===== config.mk =====
export PLATFORM = sky130hd
export DESIGN_NAME = icr_core
export DESIGN_NICKNAME = d
export VERILOG_FILES = /design/src/common/icr_pkg.sv /design/src/hw/icr_vec_mem.sv /design/src/hw/icr_prio_pick.sv /design/src/hw/icr_core.sv
export SDC_FILE = /design/constraint.sdc
export NUM_CORES = 2
export LEC_CHECK = 0
export CAP_MARGIN = 30
export CORE_MARGIN = 1.5
export CORE_UTILIZATION = 35
export DETAILED_ROUTE_END_ITERATION = 10
export DONT_BUFFER_PORTS = 1
export GPL_ROUTABILITY_DRIVEN = 0
export PLACE_DENSITY = 0.47
export SETUP_SLACK_MARGIN = 0.02
export SYNTH_ARGS = -nofsm -noshare
export SYNTH_HDL_FRONTEND = slang
export SYNTH_SLANG_ARGS = --single-unit

===== constraint.sdc =====
create_clock -name clk_i -period 18.05 [get_ports clk_i]
set_clock_uncertainty 0.1 [all_clocks]
set_input_delay 1.805 -clock clk_i [delete_from_list [all_inputs] [get_ports clk_i]]
set_output_delay 1.805 -clock clk_i [all_outputs]
set_load 0.03 [all_outputs]

===== src/common/icr_pkg.sv =====
package icr_pkg;

    // ------------------------------------------------------------------
    // Sizes
    // ------------------------------------------------------------------
    localparam int unsigned NUM_SRC     = 32;
    localparam int unsigned SRC_IDX_W   = 5;
    localparam int unsigned DATA_W      = 32;
    localparam int unsigned ADDR_W      = 9;
    localparam int unsigned LEVEL_W     = 3;
    localparam int unsigned MODE_W      = 4;
    localparam int unsigned STACK_DEPTH = 8;
    localparam int unsigned SP_W        = 4;
    localparam int unsigned EVT_W       = 3;

    // ------------------------------------------------------------------
    // Source bit map shared by every per-source command word
    // ------------------------------------------------------------------
    localparam int unsigned FAST_SRC_BIT      = 0;
    localparam int unsigned SOFTWARE_SRC_BIT  = 1;
    localparam int unsigned SERIAL_PORT0_BIT  = 2;
    localparam int unsigned SERIAL_PORT1_BIT  = 3;
    localparam int unsigned TIMER0_BIT        = 4;
    localparam int unsigned TIMER1_BIT        = 5;
    localparam int unsigned TIMER2_BIT        = 6;
    localparam int unsigned WATCHDOG_BIT      = 7;
    localparam int unsigned PARALLEL_IO_BIT   = 8;
    localparam int unsigned EXT_PIN0_BIT      = 16;
    localparam int unsigned EXT_PIN1_BIT      = 17;
    localparam int unsigned EXT_PIN2_BIT      = 18;
    localparam logic [31:0] VALID_SRC_MASK    = 32'h0007_01ff;

    // ------------------------------------------------------------------
    // Source mode word fields
    // ------------------------------------------------------------------
    localparam int unsigned MODE_PRIO_LSB = 0;
    localparam int unsigned MODE_EDGE_BIT = 3;

    // ------------------------------------------------------------------
    // Register map, byte addresses
    // ------------------------------------------------------------------
    localparam logic [8:0] MODE_BASE       = 9'h000;
    localparam logic [8:0] VEC_BASE        = 9'h080;
    localparam logic [8:0] REGION_SIZE     = 9'h080;
    localparam logic [8:0] NORMAL_VEC_OFF  = 9'h100;
    localparam logic [8:0] FAST_VEC_OFF    = 9'h104;
    localparam logic [8:0] CURRENT_SRC_OFF = 9'h108;
    localparam logic [8:0] PENDING_OFF     = 9'h10c;
    localparam logic [8:0] MASK_OFF        = 9'h110;
    localparam logic [8:0] CORE_STAT_OFF   = 9'h114;
    localparam logic [8:0] ENABLE_OFF      = 9'h120;
    localparam logic [8:0] DISABLE_OFF     = 9'h124;
    localparam logic [8:0] CLEAR_OFF       = 9'h128;
    localparam logic [8:0] SET_OFF         = 9'h12c;
    localparam logic [8:0] EOS_OFF         = 9'h130;
    localparam logic [8:0] SPURIOUS_OFF    = 9'h134;
    localparam logic [8:0] EVT_STAT_OFF    = 9'h140;
    localparam logic [8:0] EVT_MASK_OFF    = 9'h144;

    // ------------------------------------------------------------------
    // Event bits and reset values
    // ------------------------------------------------------------------
    localparam int unsigned EVT_NORMAL_BIT   = 0;
    localparam int unsigned EVT_FAST_BIT     = 1;
    localparam int unsigned EVT_SPURIOUS_BIT = 2;
    localparam logic [31:0] SPURIOUS_RESET   = 32'h0000_0000;
    localparam logic [31:0] MASK_RESET       = 32'h0000_0000;

    typedef enum logic [1:0] {
        ICR_BUS_IDLE,
        ICR_BUS_WAIT,
        ICR_BUS_DONE
    } icr_bus_st_type;

endpackage : icr_pkg


===== src/hw/icr_vec_mem.sv =====
`timescale 1ns/1ps

module icr_vec_mem #(
    parameter int unsigned DEPTH  = 32,
    parameter int unsigned WIDTH  = 32,
    parameter int unsigned ADDR_W = 5
) (
    input  wire logic              clk_i,     // System clock
    input  wire logic              we_i,      // Write strobe
    input  wire logic [ADDR_W-1:0] waddr_i,   // Write word index
    input  wire logic [WIDTH-1:0]  wdata_i,   // Write data
    input  wire logic [ADDR_W-1:0] raddr_i,   // Read word index
    output logic      [WIDTH-1:0]  rdata_o    // Registered read data
);

    typedef struct packed {
        logic [DEPTH-1:0][WIDTH-1:0] mem;
        logic [WIDTH-1:0]            rdata;
    } icr_mem_state_type;

    icr_mem_state_type r_ff;
    icr_mem_state_type nxt_r;

    // Read before write: a same-cycle read returns the old word
    always_comb begin
        nxt_r       = r_ff;
        nxt_r.rdata = r_ff.mem[raddr_i];
        if (we_i) begin
            nxt_r.mem[waddr_i] = wdata_i;
        end
    end

    always_ff @(posedge clk_i) begin
        r_ff <= nxt_r;
    end

    assign rdata_o = r_ff.rdata;

endmodule : icr_vec_mem


===== src/hw/icr_prio_pick.sv =====
`timescale 1ns/1ps

module icr_prio_pick #(
    parameter int unsigned NUM_SRC   = 32,
    parameter int unsigned IDX_W     = 5,
    parameter int unsigned LEVEL_W   = 3
) (
    input  wire logic [NUM_SRC-1:0]              req_i,       // Candidates
    input  wire logic [NUM_SRC-1:0][LEVEL_W-1:0] prio_i,      // Levels
    input  wire logic                            cur_vld_i,   // Level busy
    input  wire logic [LEVEL_W-1:0]              cur_lvl_i,   // Current lvl
    output logic                                 found_o,     // Winner ok
    output logic      [IDX_W-1:0]                src_o,       // Winner idx
    output logic      [LEVEL_W-1:0]              lvl_o        // Winner lvl
);

    logic                found;
    logic [IDX_W-1:0]    src;
    logic [LEVEL_W-1:0]  lvl;

    // Ties go to the lowest source number
    always_comb begin
        found = 1'b0;
        src   = '0;
        lvl   = '0;
        for (int i = 0; i < NUM_SRC; i++) begin
            if (req_i[i] && (!found || prio_i[i] > lvl)) begin
                found = 1'b1;
                src   = IDX_W'(i);
                lvl   = prio_i[i];
            end
        end
        if (cur_vld_i && lvl <= cur_lvl_i) begin
            found = 1'b0;
        end
    end

    assign found_o = found;
    assign src_o   = src;
    assign lvl_o   = lvl;

endmodule : icr_prio_pick


===== src/hw/icr_core.sv =====
`timescale 1ns/1ps

// Summary of operation
// A one written to the enable command word enables that source, zeros change nothing.
// A one written to the disable command word disables that source, zeros change nothing.
// A one written to the clear command word clears that source's pending bit, zeros keep it.
// A one written to the set command word makes that source pending, zeros change nothing.
// Command words map fast 0, software 1, serial 2-3, timers 4-6, watchdog 7, parallel 8, pins 16-18.
// Any write to the end-of-service location ends the current treatment, whatever the data.
// The spurious handler address is a 32-bit read/write register that resets to zero.
// The enable, disable, clear, set and end-of-service locations are write-only strobes.
// Mask status reads one for each enabled source and zero for disabled ones, zero after reset.
// Pending status reads one while a source is pending, changed by the set and clear commands.
// End of service pops the level stack and re-raises the normal request if a source now outranks it.
// A normal vector read makes the best pending source current, pushes it, drops the request, auto-clears edges.
// Reads of the command locations return zero and disturb no state.
module icr_core (
    input  wire logic        clk_i,                  // System clock
    input  wire logic        rst_i,                  // Sync reset, high
    input  wire logic        cyc_i,                  // Wishbone cycle
    input  wire logic        stb_i,                  // Wishbone strobe
    input  wire logic        we_i,                   // Wishbone write
    input  wire logic [8:0]  adr_i,                  // Byte address
    input  wire logic [3:0]  sel_i,                  // Byte lanes
    input  wire logic [31:0] dat_i,                  // Write data
    output logic      [31:0] dat_o,                  // Read data
    output logic             ack_o,                  // Wishbone ack
    input  wire logic [31:0] source_i,               // Source levels
    output logic             normal_request_line_o,  // To core, high
    output logic             fast_request_line_o,    // To core, high
    output logic             irq_o                   // Event interrupt
);

    // ------------------------------------------------------------------
    // State
    // ------------------------------------------------------------------
    typedef struct packed {
        icr_pkg::icr_bus_st_type                                   st;
        logic                                                      ack;
        logic [icr_pkg::DATA_W-1:0]                                dat;
        logic [icr_pkg::ADDR_W-1:0]                                adr;
        logic                                                      vec_hit;
        logic [icr_pkg::NUM_SRC-1:0]                               mask;
        logic [icr_pkg::NUM_SRC-1:0]                               pend;
        logic [icr_pkg::NUM_SRC-1:0]                               prev;
        logic [icr_pkg::NUM_SRC-1:0][icr_pkg::MODE_W-1:0]          mode;
        logic [icr_pkg::DATA_W-1:0]                                spur;
        logic [icr_pkg::STACK_DEPTH-1:0][icr_pkg::LEVEL_W-1:0]     stk_lvl;
        logic [icr_pkg::STACK_DEPTH-1:0][icr_pkg::SRC_IDX_W-1:0]   stk_src;
        logic [icr_pkg::SP_W-1:0]                                  sp;
        logic                                                      normal_request_line;
        logic                                                      fast_request_line;
        logic [icr_pkg::EVT_W-1:0]                                 evt;
        logic [icr_pkg::EVT_W-1:0]                                 emask;
        logic                                                      irq;
    } icr_core_state_type;

    icr_core_state_type r_ff;
    icr_core_state_type nxt_r;

    // ------------------------------------------------------------------
    // Helpers
    // ------------------------------------------------------------------
    function automatic logic [31:0] sel_merge(input logic [31:0] old_v,
                                              input logic [31:0] new_v,
                                              input logic [3:0]  sel);
        logic [31:0] res;
        res = old_v;
        for (int b = 0; b < 4; b++) begin
            if (sel[b]) begin
                res[b*8 +: 8] = new_v[b*8 +: 8];
            end
        end
        return res;
    endfunction : sel_merge

    function automatic logic in_region(input logic [8:0] addr,
                                       input logic [8:0] base);
        return (addr >= base) && (addr < base + icr_pkg::REGION_SIZE);
    endfunction : in_region

    function automatic logic [4:0] word_idx(input logic [8:0] addr);
        return addr[6:2];
    endfunction : word_idx

    // ------------------------------------------------------------------
    // Arbitration and vector memory
    // ------------------------------------------------------------------
    logic [icr_pkg::NUM_SRC-1:0]                      pick_req;
    logic [icr_pkg::NUM_SRC-1:0][icr_pkg::LEVEL_W-1:0] pick_prio;
    logic                                             cur_vld;
    logic [icr_pkg::LEVEL_W-1:0]                      cur_lvl;
    logic [icr_pkg::SRC_IDX_W-1:0]                    cur_src;
    logic                                             cand_found;
    logic [icr_pkg::SRC_IDX_W-1:0]                    cand_src;
    logic [icr_pkg::LEVEL_W-1:0]                      cand_lvl;
    logic                                             mem_we;
    logic [icr_pkg::SRC_IDX_W-1:0]                    mem_raddr;
    logic [icr_pkg::DATA_W-1:0]                       mem_rdata;
    logic                                             take;
    logic [icr_pkg::SRC_IDX_W-1:0]                    sp_top;

    assign take    = (r_ff.st == icr_pkg::ICR_BUS_IDLE) && cyc_i && stb_i;
    assign cur_vld = (r_ff.sp != '0);
    assign sp_top  = icr_pkg::SRC_IDX_W'(r_ff.sp[2:0] - 3'h1);
    assign cur_lvl = r_ff.stk_lvl[sp_top[2:0]];
    assign cur_src = r_ff.stk_src[sp_top[2:0]];

    // The fast source has its own line and never competes here
    always_comb begin
        pick_req = r_ff.pend & r_ff.mask & icr_pkg::VALID_SRC_MASK;
        pick_req[icr_pkg::FAST_SRC_BIT] = 1'b0;
        for (int i = 0; i < icr_pkg::NUM_SRC; i++) begin
            pick_prio[i] = r_ff.mode[i][icr_pkg::MODE_PRIO_LSB +:
                                        icr_pkg::LEVEL_W];
        end
    end

    icr_prio_pick #(
        .NUM_SRC   (icr_pkg::NUM_SRC),
        .IDX_W     (icr_pkg::SRC_IDX_W),
        .LEVEL_W   (icr_pkg::LEVEL_W)
    ) u_pick (
        .req_i     (pick_req),
        .prio_i    (pick_prio),
        .cur_vld_i (cur_vld),
        .cur_lvl_i (cur_lvl),
        .found_o   (cand_found),
        .src_o     (cand_src),
        .lvl_o     (cand_lvl)
    );

    // Vector words only take full-word writes; a partial write is dropped
    assign mem_we = take && we_i && (sel_i == 4'hf)
                    && in_region(adr_i, icr_pkg::VEC_BASE);

    always_comb begin
        mem_raddr = word_idx(adr_i);
        if (adr_i == icr_pkg::NORMAL_VEC_OFF) begin
            mem_raddr = cand_src;
        end else if (adr_i == icr_pkg::FAST_VEC_OFF) begin
            mem_raddr = icr_pkg::SRC_IDX_W'(icr_pkg::FAST_SRC_BIT);
        end
    end

    icr_vec_mem #(
        .DEPTH   (icr_pkg::NUM_SRC),
        .WIDTH   (icr_pkg::DATA_W),
        .ADDR_W  (icr_pkg::SRC_IDX_W)
    ) u_vec (
        .clk_i   (clk_i),
        .we_i    (mem_we),
        .waddr_i (word_idx(adr_i)),
        .wdata_i (dat_i),
        .raddr_i (mem_raddr),
        .rdata_o (mem_rdata)
    );

    // ------------------------------------------------------------------
    // Next state
    // ------------------------------------------------------------------
    logic [31:0]                  rdata;
    logic [31:0]                  en_cmd;
    logic [31:0]                  dis_cmd;
    logic [31:0]                  clr_cmd;
    logic [31:0]                  set_cmd;
    logic [31:0]                  auto_clr;
    logic [31:0]                  hw_evt;
    logic [icr_pkg::EVT_W-1:0]    evt_set;
    logic [icr_pkg::EVT_W-1:0]    evt_clr;
    logic                         wr;

    always_comb begin
        nxt_r    = r_ff;
        rdata    = '0;
        en_cmd   = '0;
        dis_cmd  = '0;
        clr_cmd  = '0;
        set_cmd  = '0;
        auto_clr = '0;
        evt_set  = '0;
        evt_clr  = '0;
        wr       = take && we_i;

        // Command strobes, masked to the documented source map
        if (wr) begin
            case (adr_i)
                icr_pkg::ENABLE_OFF: begin
                    en_cmd = sel_merge('0, dat_i, sel_i);
                end
                icr_pkg::DISABLE_OFF: begin
                    dis_cmd = sel_merge('0, dat_i, sel_i);
                end
                icr_pkg::CLEAR_OFF: begin
                    clr_cmd = sel_merge('0, dat_i, sel_i);
                end
                icr_pkg::SET_OFF: begin
                    set_cmd = sel_merge('0, dat_i, sel_i);
                end
                icr_pkg::EOS_OFF: begin
                    if (cur_vld) begin
                        nxt_r.sp = r_ff.sp - 4'h1;
                    end
                end
                icr_pkg::SPURIOUS_OFF: begin
                    nxt_r.spur = sel_merge(r_ff.spur, dat_i, sel_i);
                end
                icr_pkg::EVT_STAT_OFF: begin
                    evt_clr = dat_i[icr_pkg::EVT_W-1:0];
                end
                icr_pkg::EVT_MASK_OFF: begin
                    nxt_r.emask = dat_i[icr_pkg::EVT_W-1:0];
                end
                default: begin
                    if (in_region(adr_i, icr_pkg::MODE_BASE)) begin
                        nxt_r.mode[word_idx(adr_i)] =
                            dat_i[icr_pkg::MODE_W-1:0];
                    end
                end
            endcase
        end

        // Vector reads carry side effects; the other reads carry none
        nxt_r.vec_hit = 1'b0;
        if (take && !we_i) begin
            if (adr_i == icr_pkg::NORMAL_VEC_OFF) begin
                if (cand_found) begin
                    nxt_r.vec_hit = 1'b1;
                    nxt_r.stk_lvl[r_ff.sp[2:0]] = cand_lvl;
                    nxt_r.stk_src[r_ff.sp[2:0]] = cand_src;
                    nxt_r.sp = r_ff.sp + 4'h1;
                    if (r_ff.mode[cand_src][icr_pkg::MODE_EDGE_BIT]) begin
                        auto_clr[cand_src] = 1'b1;
                    end
                end else begin
                    evt_set[icr_pkg::EVT_SPURIOUS_BIT] = 1'b1;
                end
            end else if (adr_i == icr_pkg::FAST_VEC_OFF) begin
                nxt_r.vec_hit = 1'b1;
                if (r_ff.mode[icr_pkg::FAST_SRC_BIT]
                             [icr_pkg::MODE_EDGE_BIT]) begin
                    auto_clr[icr_pkg::FAST_SRC_BIT] = 1'b1;
                end
            end else if (in_region(adr_i, icr_pkg::VEC_BASE)) begin
                nxt_r.vec_hit = 1'b1;
            end
        end

        // Source sampling: rising edge or level per source mode
        nxt_r.prev = source_i;
        for (int i = 0; i < icr_pkg::NUM_SRC; i++) begin
            hw_evt[i] = r_ff.mode[i][icr_pkg::MODE_EDGE_BIT]
                      ? (source_i[i] && !r_ff.prev[i]) : source_i[i];
        end

        // A new event wins over a clear landing in the same cycle
        nxt_r.pend = ((r_ff.pend & ~clr_cmd & ~auto_clr)
                     | set_cmd | hw_evt)
                     & icr_pkg::VALID_SRC_MASK;
        nxt_r.mask = ((r_ff.mask & ~dis_cmd) | en_cmd)
                     & icr_pkg::VALID_SRC_MASK;

        // Request lines to the core
        nxt_r.normal_request_line = cand_found;
        nxt_r.fast_request_line = r_ff.pend[icr_pkg::FAST_SRC_BIT]
                     && r_ff.mask[icr_pkg::FAST_SRC_BIT];
        evt_set[icr_pkg::EVT_NORMAL_BIT] = nxt_r.normal_request_line && !r_ff.normal_request_line;
        evt_set[icr_pkg::EVT_FAST_BIT]   = nxt_r.fast_request_line && !r_ff.fast_request_line;
        nxt_r.evt = (r_ff.evt & ~evt_clr) | evt_set;
        nxt_r.irq = |(nxt_r.evt & nxt_r.emask);

        // Read mux; command locations fall to the zero default
        case (r_ff.adr)
            icr_pkg::NORMAL_VEC_OFF:  rdata = r_ff.spur;
            icr_pkg::CURRENT_SRC_OFF: begin
                rdata = cur_vld ? 32'(cur_src) : '0;
            end
            icr_pkg::PENDING_OFF:     rdata = r_ff.pend;
            icr_pkg::MASK_OFF:        rdata = r_ff.mask;
            icr_pkg::CORE_STAT_OFF: begin
                rdata = {30'h0, r_ff.normal_request_line, r_ff.fast_request_line};
            end
            icr_pkg::SPURIOUS_OFF:    rdata = r_ff.spur;
            icr_pkg::EVT_STAT_OFF:    rdata = 32'(r_ff.evt);
            icr_pkg::EVT_MASK_OFF:    rdata = 32'(r_ff.emask);
            default: begin
                if (in_region(r_ff.adr, icr_pkg::MODE_BASE)) begin
                    rdata = 32'(r_ff.mode[word_idx(r_ff.adr)]);
                end else begin
                    rdata = '0;
                end
            end
        endcase

        // Bus handshake: take, answer, then drop ack
        case (r_ff.st)
            icr_pkg::ICR_BUS_IDLE: begin
                nxt_r.ack = 1'b0;
                if (take) begin
                    nxt_r.adr = adr_i;
                    nxt_r.st  = icr_pkg::ICR_BUS_WAIT;
                end
            end
            icr_pkg::ICR_BUS_WAIT: begin
                nxt_r.ack = 1'b1;
                nxt_r.dat = r_ff.vec_hit ? mem_rdata : rdata;
                nxt_r.st  = icr_pkg::ICR_BUS_DONE;
            end
            icr_pkg::ICR_BUS_DONE: begin
                nxt_r.ack = 1'b0;
                nxt_r.dat = '0;
                nxt_r.st  = icr_pkg::ICR_BUS_IDLE;
            end
            default: begin
                nxt_r.ack = 1'b0;
                nxt_r.st  = icr_pkg::ICR_BUS_IDLE;
            end
        endcase
    end

    // ------------------------------------------------------------------
    // Registers
    // ------------------------------------------------------------------
    always_ff @(posedge clk_i) begin
        if (rst_i) begin
            r_ff      <= '0;
            r_ff.st   <= icr_pkg::ICR_BUS_IDLE;
            r_ff.spur <= icr_pkg::SPURIOUS_RESET;
            r_ff.mask <= icr_pkg::MASK_RESET;
        end else begin
            r_ff <= nxt_r;
        end
    end

    assign dat_o                 = r_ff.dat;
    assign ack_o                 = r_ff.ack;
    assign normal_request_line_o = r_ff.normal_request_line;
    assign fast_request_line_o   = r_ff.fast_request_line;
    assign irq_o                 = r_ff.irq;

endmodule : icr_core


* After elaboration in Yosys (flattened, before gate mapping)
Cells that the tools add are included.
** Word-level totals
- Input bits :: 82
- Output and inout bits :: 36
- Bits in registers :: 1394
- Word-level logic and storage cells :: 388
** Operators by class
- Reductions and logical operators :: 101
- Mux-type cells :: 121
- Order comparisons :: 26
- Add/subtract/negate cells :: 3
- Eq/ne operators :: 22
- Bitwise operators :: 16
** Operators with widths (number)
- 1024-bit bitwise mux :: 1
- 32-bit case mux with 7 select lines :: 1
- 19-bit two-way mux :: 11
- 9-bit equality test, second input constant :: 18
- 32-bit binary-select mux with 5-bit select :: 1
- 32-bit demux with 5-bit select :: 1
- 128-bit bitwise mux :: 1
- 32-bit two-way mux :: 3
- 19-bit bitwise AND :: 4
- 3-bit two-way mux :: 22
- 32-bit case mux with 2 select lines :: 1
- 19-bit NOT :: 3
- 19-bit bitwise OR :: 3
- 1-bit logical AND :: 45
- 4-bit two-way mux :: 11
- 1-bit two-way mux :: 43
- 4-bit binary-select mux with 5-bit select :: 2
- 40-bit bitwise mux :: 1
- 5-bit two-way mux :: 8
- 1-bit zero test :: 32
- 3-bit greater-than comparator :: 10
- 24-bit bitwise mux :: 1
- 5-bit by 6-bit less-than comparator with 1-bit output, second input constant :: 4
- 4-bit demux with 5-bit select :: 1
- 37 further kinds :: 61

* Longest topological paths before layout
- Depth in word-level cells :: 54
- Depth in mapped cells :: 90
- Mapped depth without buffers :: 86

* Modules after synthesis
A second synthesis with hierarchy kept.
** Unflattened totals
- Cell total of the unflattened synthesis :: 4809
- Area total of the unflattened synthesis :: 60844.6 µm²
** Modules (own cells, without submodules)
- icr_vec_mem :: area an instance 40755.3 µm², cells each 2293, sequential area each 31390.1 µm², times used 1
- icr_core :: area an instance 15479.8 µm², cells each 1825, sequential area each 6366.1 µm², times used 1
- icr_prio_pick :: area an instance 4609.4 µm², cells each 691, sequential area each 0.0 µm², times used 1

* Least setup slack after synthesis
OpenSTA, ideal clock, no wires.
- Kind :: reg-to-reg
- Start point :: register r_ff[270] in the netlist's numbering
- End point :: register r_ff[34] in the netlist's numbering
- Data required time :: 17.864 ns
- Arrival time :: 16.114 ns
- Stages on the path, launching flop included :: 82
- Setup slack :: 1.750 ns
- Clock period less this slack :: 16.300 ns
- Buffers on the path :: 3
- Library setup time :: 0.086 ns
- Path through :: dfxtp_1 > and2_1 > nand2_1 > ha_1 > and3_1 > a21oi_1 > o211a_1 > nor2_1 > ha_1 > nand3b_1 > a32o_1 > a21oi_1 > a221o_1 > nand2_1 > ha_1 > nand3b_1 > a32oi_1 > o21bai_1 > [... 46 more ...] > nand2_1 > o221a_2 > ha_1 > nor2b_1 > o21ai_0 > a32oi_1 > o21bai_1 > clkbuf_1 > nor2_1 > a21oi_1 > ha_1 > a31oi_1 > o2bb2ai_1 > nor4_2 > nand2_1 > nor3_1 > nor2_1 > a211oi_1
** Between the ends
- Cells in the longest elaborated chain, start to end :: 46
- Elaborated cells on any way between the ends :: 78
- Those cells by class :: order compare: 11; mux: 34; bitwise: 1; reduce/logical: 32
** Ends and longest elaborated chain
- from (decl) :: line icr_core.sv:58 : icr_core_state_type r_ff;
- from (signal assigned) :: line icr_core.sv:331 : r_ff <= nxt_r;
- 19-bit bitwise AND * :: line icr_core.sv:111 : pick_req = r_ff.pend & r_ff.mask & icr_pkg::VALID_SRC_MASK;
- 3-bit two-way mux or 1-bit two-way mux (tied branches) :: line icr_prio_pick.sv:27 : if (req_i[i] && (!found || prio_i[i] > lvl)) begin
- 3-bit greater-than comparator or 1-bit zero test (tied branches) :: line icr_prio_pick.sv:27
- 1-bit logical OR :: line icr_prio_pick.sv:27
- 1-bit logical AND :: line icr_prio_pick.sv:27
- 3-bit two-way mux or 1-bit two-way mux (tied branches) :: line icr_prio_pick.sv:27
- 3-bit greater-than comparator or 1-bit zero test (tied branches) :: line icr_prio_pick.sv:27
- 1-bit logical OR :: line icr_prio_pick.sv:27
- [... 31 more ...]
- 1-bit logical OR :: line icr_prio_pick.sv:27
- 1-bit logical AND :: line icr_prio_pick.sv:27
- 3-bit two-way mux * :: line icr_prio_pick.sv:27
- via cand_lvl (one bit) :: line icr_core.sv:96 : logic [icr_pkg::LEVEL_W-1:0] cand_lvl;
- 3-bit <= comparator * :: line icr_prio_pick.sv:33 : if (cur_vld_i && lvl <= cur_lvl_i) begin
- 1-bit logical AND * :: line icr_prio_pick.sv:33
- 1-bit two-way mux * :: line icr_prio_pick.sv:33
- 3-bit AND reduction (no line) *
The timed path passes the listed nets; every way through them passes the cells marked *.
A chain may end at the register's enable or synchronous reset.

* Final worst setup path
- Start point :: register r_ff[270] in the netlist's numbering
- End point :: register r_ff[59] in the netlist's numbering
Same word-level chain as after synthesis.

==> results_dict.tcl <==
set metrics [dict create \
    outcome "finished clean" \
    die_x_um 404 \
    synthDistinctLibCells 83 \
    ios 118 \
    wl_met1_mm 80.4 \
    synth.area.top_cells "edfxtp_1 55%, dfxtp_1 12%, nand2_1 6.7%, mux2i_1 5.0%, a21oi_1 3.2%" \
    syn_to_final_growth_pct 14.5 \
    arrival_ps 17500 \
    crit_top_cell "ha_1" \
    grt_pass1_wl_mm 259 \
    first_pass_iters 6 \
    slowest_delay_ps 530 \
    crit_path_top_delay_cell "or4_4" \
    grt_overflow_total 0 \
    cts_buffers 154 \
    drc 0 \
    synthArstFlopShare_pct 0 \
    relSlewSlack_pct 28.6 \
    tightest_slew_ps 1070 \
    core_area_um2 160000 \
    final-hold-violation-count 0 \
    drv_cap 0 \
    p_int_mw 5.25 \
    clock_sinks 1374 \
    fmax_mhz 59.1 \
    pre_cts_slack_ps 156 \
    cts.clk_slew.worst_paths_ps 60 \
    synth_warnings 0 \
    ir_drop_mv 0.0931 \
    die_h_um 404 \
    ys_top_cells_by_count "1024 x edfxtp_1, 1010 x nand2_1, 362 x a21oi_1" \
    power_mw 6.83 \
    synth.top_cell.area_share_pct 54.6 \
    rows 147 \
    finalSetupTns_ps 0 \
    critPathKind "reg2reg" \
    combPwrFrac_pct 4.6 \
    grt_max_degree 319 \
    dr.max_layer_used "met5" \
    startpoint_type "register" \
    cts-root-buf "clkbuf_16" \
    wl_per_cell_um 26.0 \
    finalCriticalPeriod_ps 16920 \
    clock_latency_ps 800 \
    cts_max_path_buffers 3 \
    synth_ff_type "edfxtp_1" \
    cts_tree "yes" \
    yosysTopAreaCell "edfxtp_1" \
    syn_nets 4736 \
    drive_above_1_share_pct 11.9 \
    n_fill_cell 15134 \
    netSwitchingFraction_pct 23.1 \
    hold_slack_ps 352 \
    path_buf_inv 4 \
    ys_ff_latch 1374 \
    ant_nets 0 \
    vias_per_cell 5.43 \
    initial_core_util_pct 35.1 \
    finalSetupViolations 0 \
    syn_inst 4619 \
    port-buffer-count 0 \
    vias 37526 \
    cp_max_fo 10 \
    wl_mm 180 \
    synth_most_common_cell "edfxtp_1" \
    cp.required_ps 18630 \
    track_usage_pct 21.8 \
    power_density_nw_per_um2 106 \
    fin_nets 4739 \
    synth_area_per_cell_um2 12.2 \
    first_iter_violations 3537 \
    hold_path.class "reg2reg" \
    clockPowerShare_pct 45.2 \
    dieArea_um2 163000 \
    p_sw_mw 1.58 \
    pwr-share-seq_pct 50.2 \
    fin_crit_sh_pct 93.7 \
    path_delay_family "compound AO/OA/AOI/OAI gates" \
    synth.cell_area_um2 56300 \
    slew_viol_final 0 \
    wl_met3_mm 11.1 \
    holdBufCountCts 0 \
    antenna_found_initial 3 \
    grt_pass1_vias 35630 \
    wl_met2_mm 83.4 \
    rsz0062_at_grt "no" \
    fin_ws_ps 1130 \
    place_hpwl_mm 107 \
    endpoint_kind "register" \
    leakage_nw 21.8 \
    yosysSeqAreaShare_pct 67.1 \
    synth_edf_count 1024 \
    h-tree-depth 4 \
]
timing repair:
action | CTS | global route
endpoints found under the setup margin | 0 | 115
gates resized for setup | 0 | 38
buffers inserted | 0 | 16
endpoints found under the hold margin | 0 | 0
registers in the layout (all words and copies together), names as in the netlist:
name                   flops
pick_prio                 96
r_ff                     186
irq_o                      1
u_vec.rdata_o             32
u_vec.r_ff              1024
dat_o                     32
fast_request_line_o        1
ack_o                      1
normal_request_line_o      1
cells by family after synthesis:
kind of cell	count (synthesis)	synth area share, %
simple gates	1792	13.9
flops	1374	67.1
compound gates	702	7.72
buf+inv	364	3.05
mux	350	7.49
fa+ha+maj	35	0.778
xor+xnor	2	0.0311
final cells by class:
| class | count | area [um2] | share of cell area [%] |
|---|---|---|---|
| Antenna cell | 1 | 2.50 | 0.00388 |
| Multi-Input combinational cell | 2882 | 17400 | 26.9 |
| Timing Repair Buffer | 174 | 1550 | 2.41 |
| Inverter | 36 | 135 | 0.210 |
| Clock inverter | 77 | 751 | 1.16 |
| Tap cell | 2160 | 2700 | 4.19 |
| Sequential cell | 1374 | 37800 | 58.6 |
| Clock buffer | 207 | 4210 | 6.54 |
worst paths after layout:
check	startpoint	to	slack (ps)	cells past startpoint
setup / recovery	r_ff[270]$_SDFF_PP0_	r_ff[59]$_SDFFE_PP0P_	1130	81
hold / removal	pick_prio[79]$_SDFFE_PP0P_	pick_prio[79]$_SDFFE_PP0P_	350	2
setup reg to reg	r_ff[270]$_SDFF_PP0_	r_ff[59]$_SDFFE_PP0P_	1130	81
hold reg to reg	pick_prio[79]$_SDFFE_PP0P_	pick_prio[79]$_SDFFE_PP0P_	350	2
stage by stage:
step	std cells	instance area [um2]	utilization, %
final	6911	64500	40.3
after global routing	6910	64500	40.2
after CTS	6891	64200	40.1
after detailed placement	6607	59200	37.0
after global placement	6601	59100	36.9
after floorplan	4619	56300	-
layout by cell type, fill, tap and decap left out, types with 12 or more instances in the layout:
cell / synthesis / layout
buf_4: 38 / 154
clkbuf_1: 184 / 38
nor4_1: 70 / 65
and3_1: 14 / 12
clkinv_1: 3 / 34
nand3_1: 280 / 279
clkbuf_16: 0 / 156
a21oi_1: 362 / 358
dfxtp_1: 350 / 348
nor2_1: 244 / 207
nand2_1: 1010 / 1006
nor2_4: 0 / 36
and2_1: 14 / 13
nor2b_1: 19 / 19
clkinv_2: 0 / 17
a211oi_1: 19 / 19
inv_1: 33 / 33
a22oi_1: 35 / 34
clkbuf_8: 0 / 14
a32oi_1: 46 / 46
o22ai_1: 65 / 65
nand4_1: 72 / 72
ha_1: 35 / 35
mux2i_1: 282 / 280
edfxtp_1: 1024 / 1024
mux4_2: 56 / 56
buf_12: 0 / 15
o21ai_0: 51 / 48
power by group through the flow:
| stage | Sequential [mW] | Clock (mW) | Combinational, mW |
|---|---|---|---|
| 3_3_place_gp | 3.50 | 0 | 0.303 |
| 5_1_grt | 3.43 | 3.28 | 0.336 |
| 3_5_place_dp | 3.50 | 0 | 0.311 |
| 6_report | 3.43 | 3.09 | 0.316 |
| 2_1_floorplan | 3.48 | 0 | 0.202 |
| 4_1_cts | 3.43 | 3.15 | 0.312 |
metal layers:
| metal | vias up | global-route usage, % |
|---|---|---|
| li1 | 17004 | - |
| met1 | 19099 | 30.5 |
| met2 | 1174 | 34.5 |
| met3 | 245 | 3.80 |
| met4 | 4 | 6.58 |
| met5 | - | 0 |
worst register-to-register path: cells and delay by family, from the launching register on:
family                     cells  cell delay, ps
and+or+nand+nor               24            4300
adders and majority gates     11            3170
DFF                            1             410
muxes                          3             820
AOI/OAI and AO/OA             39            7230
buffers and inverters          4             710
Note: power is estimated with default switching activity, not from simulation.
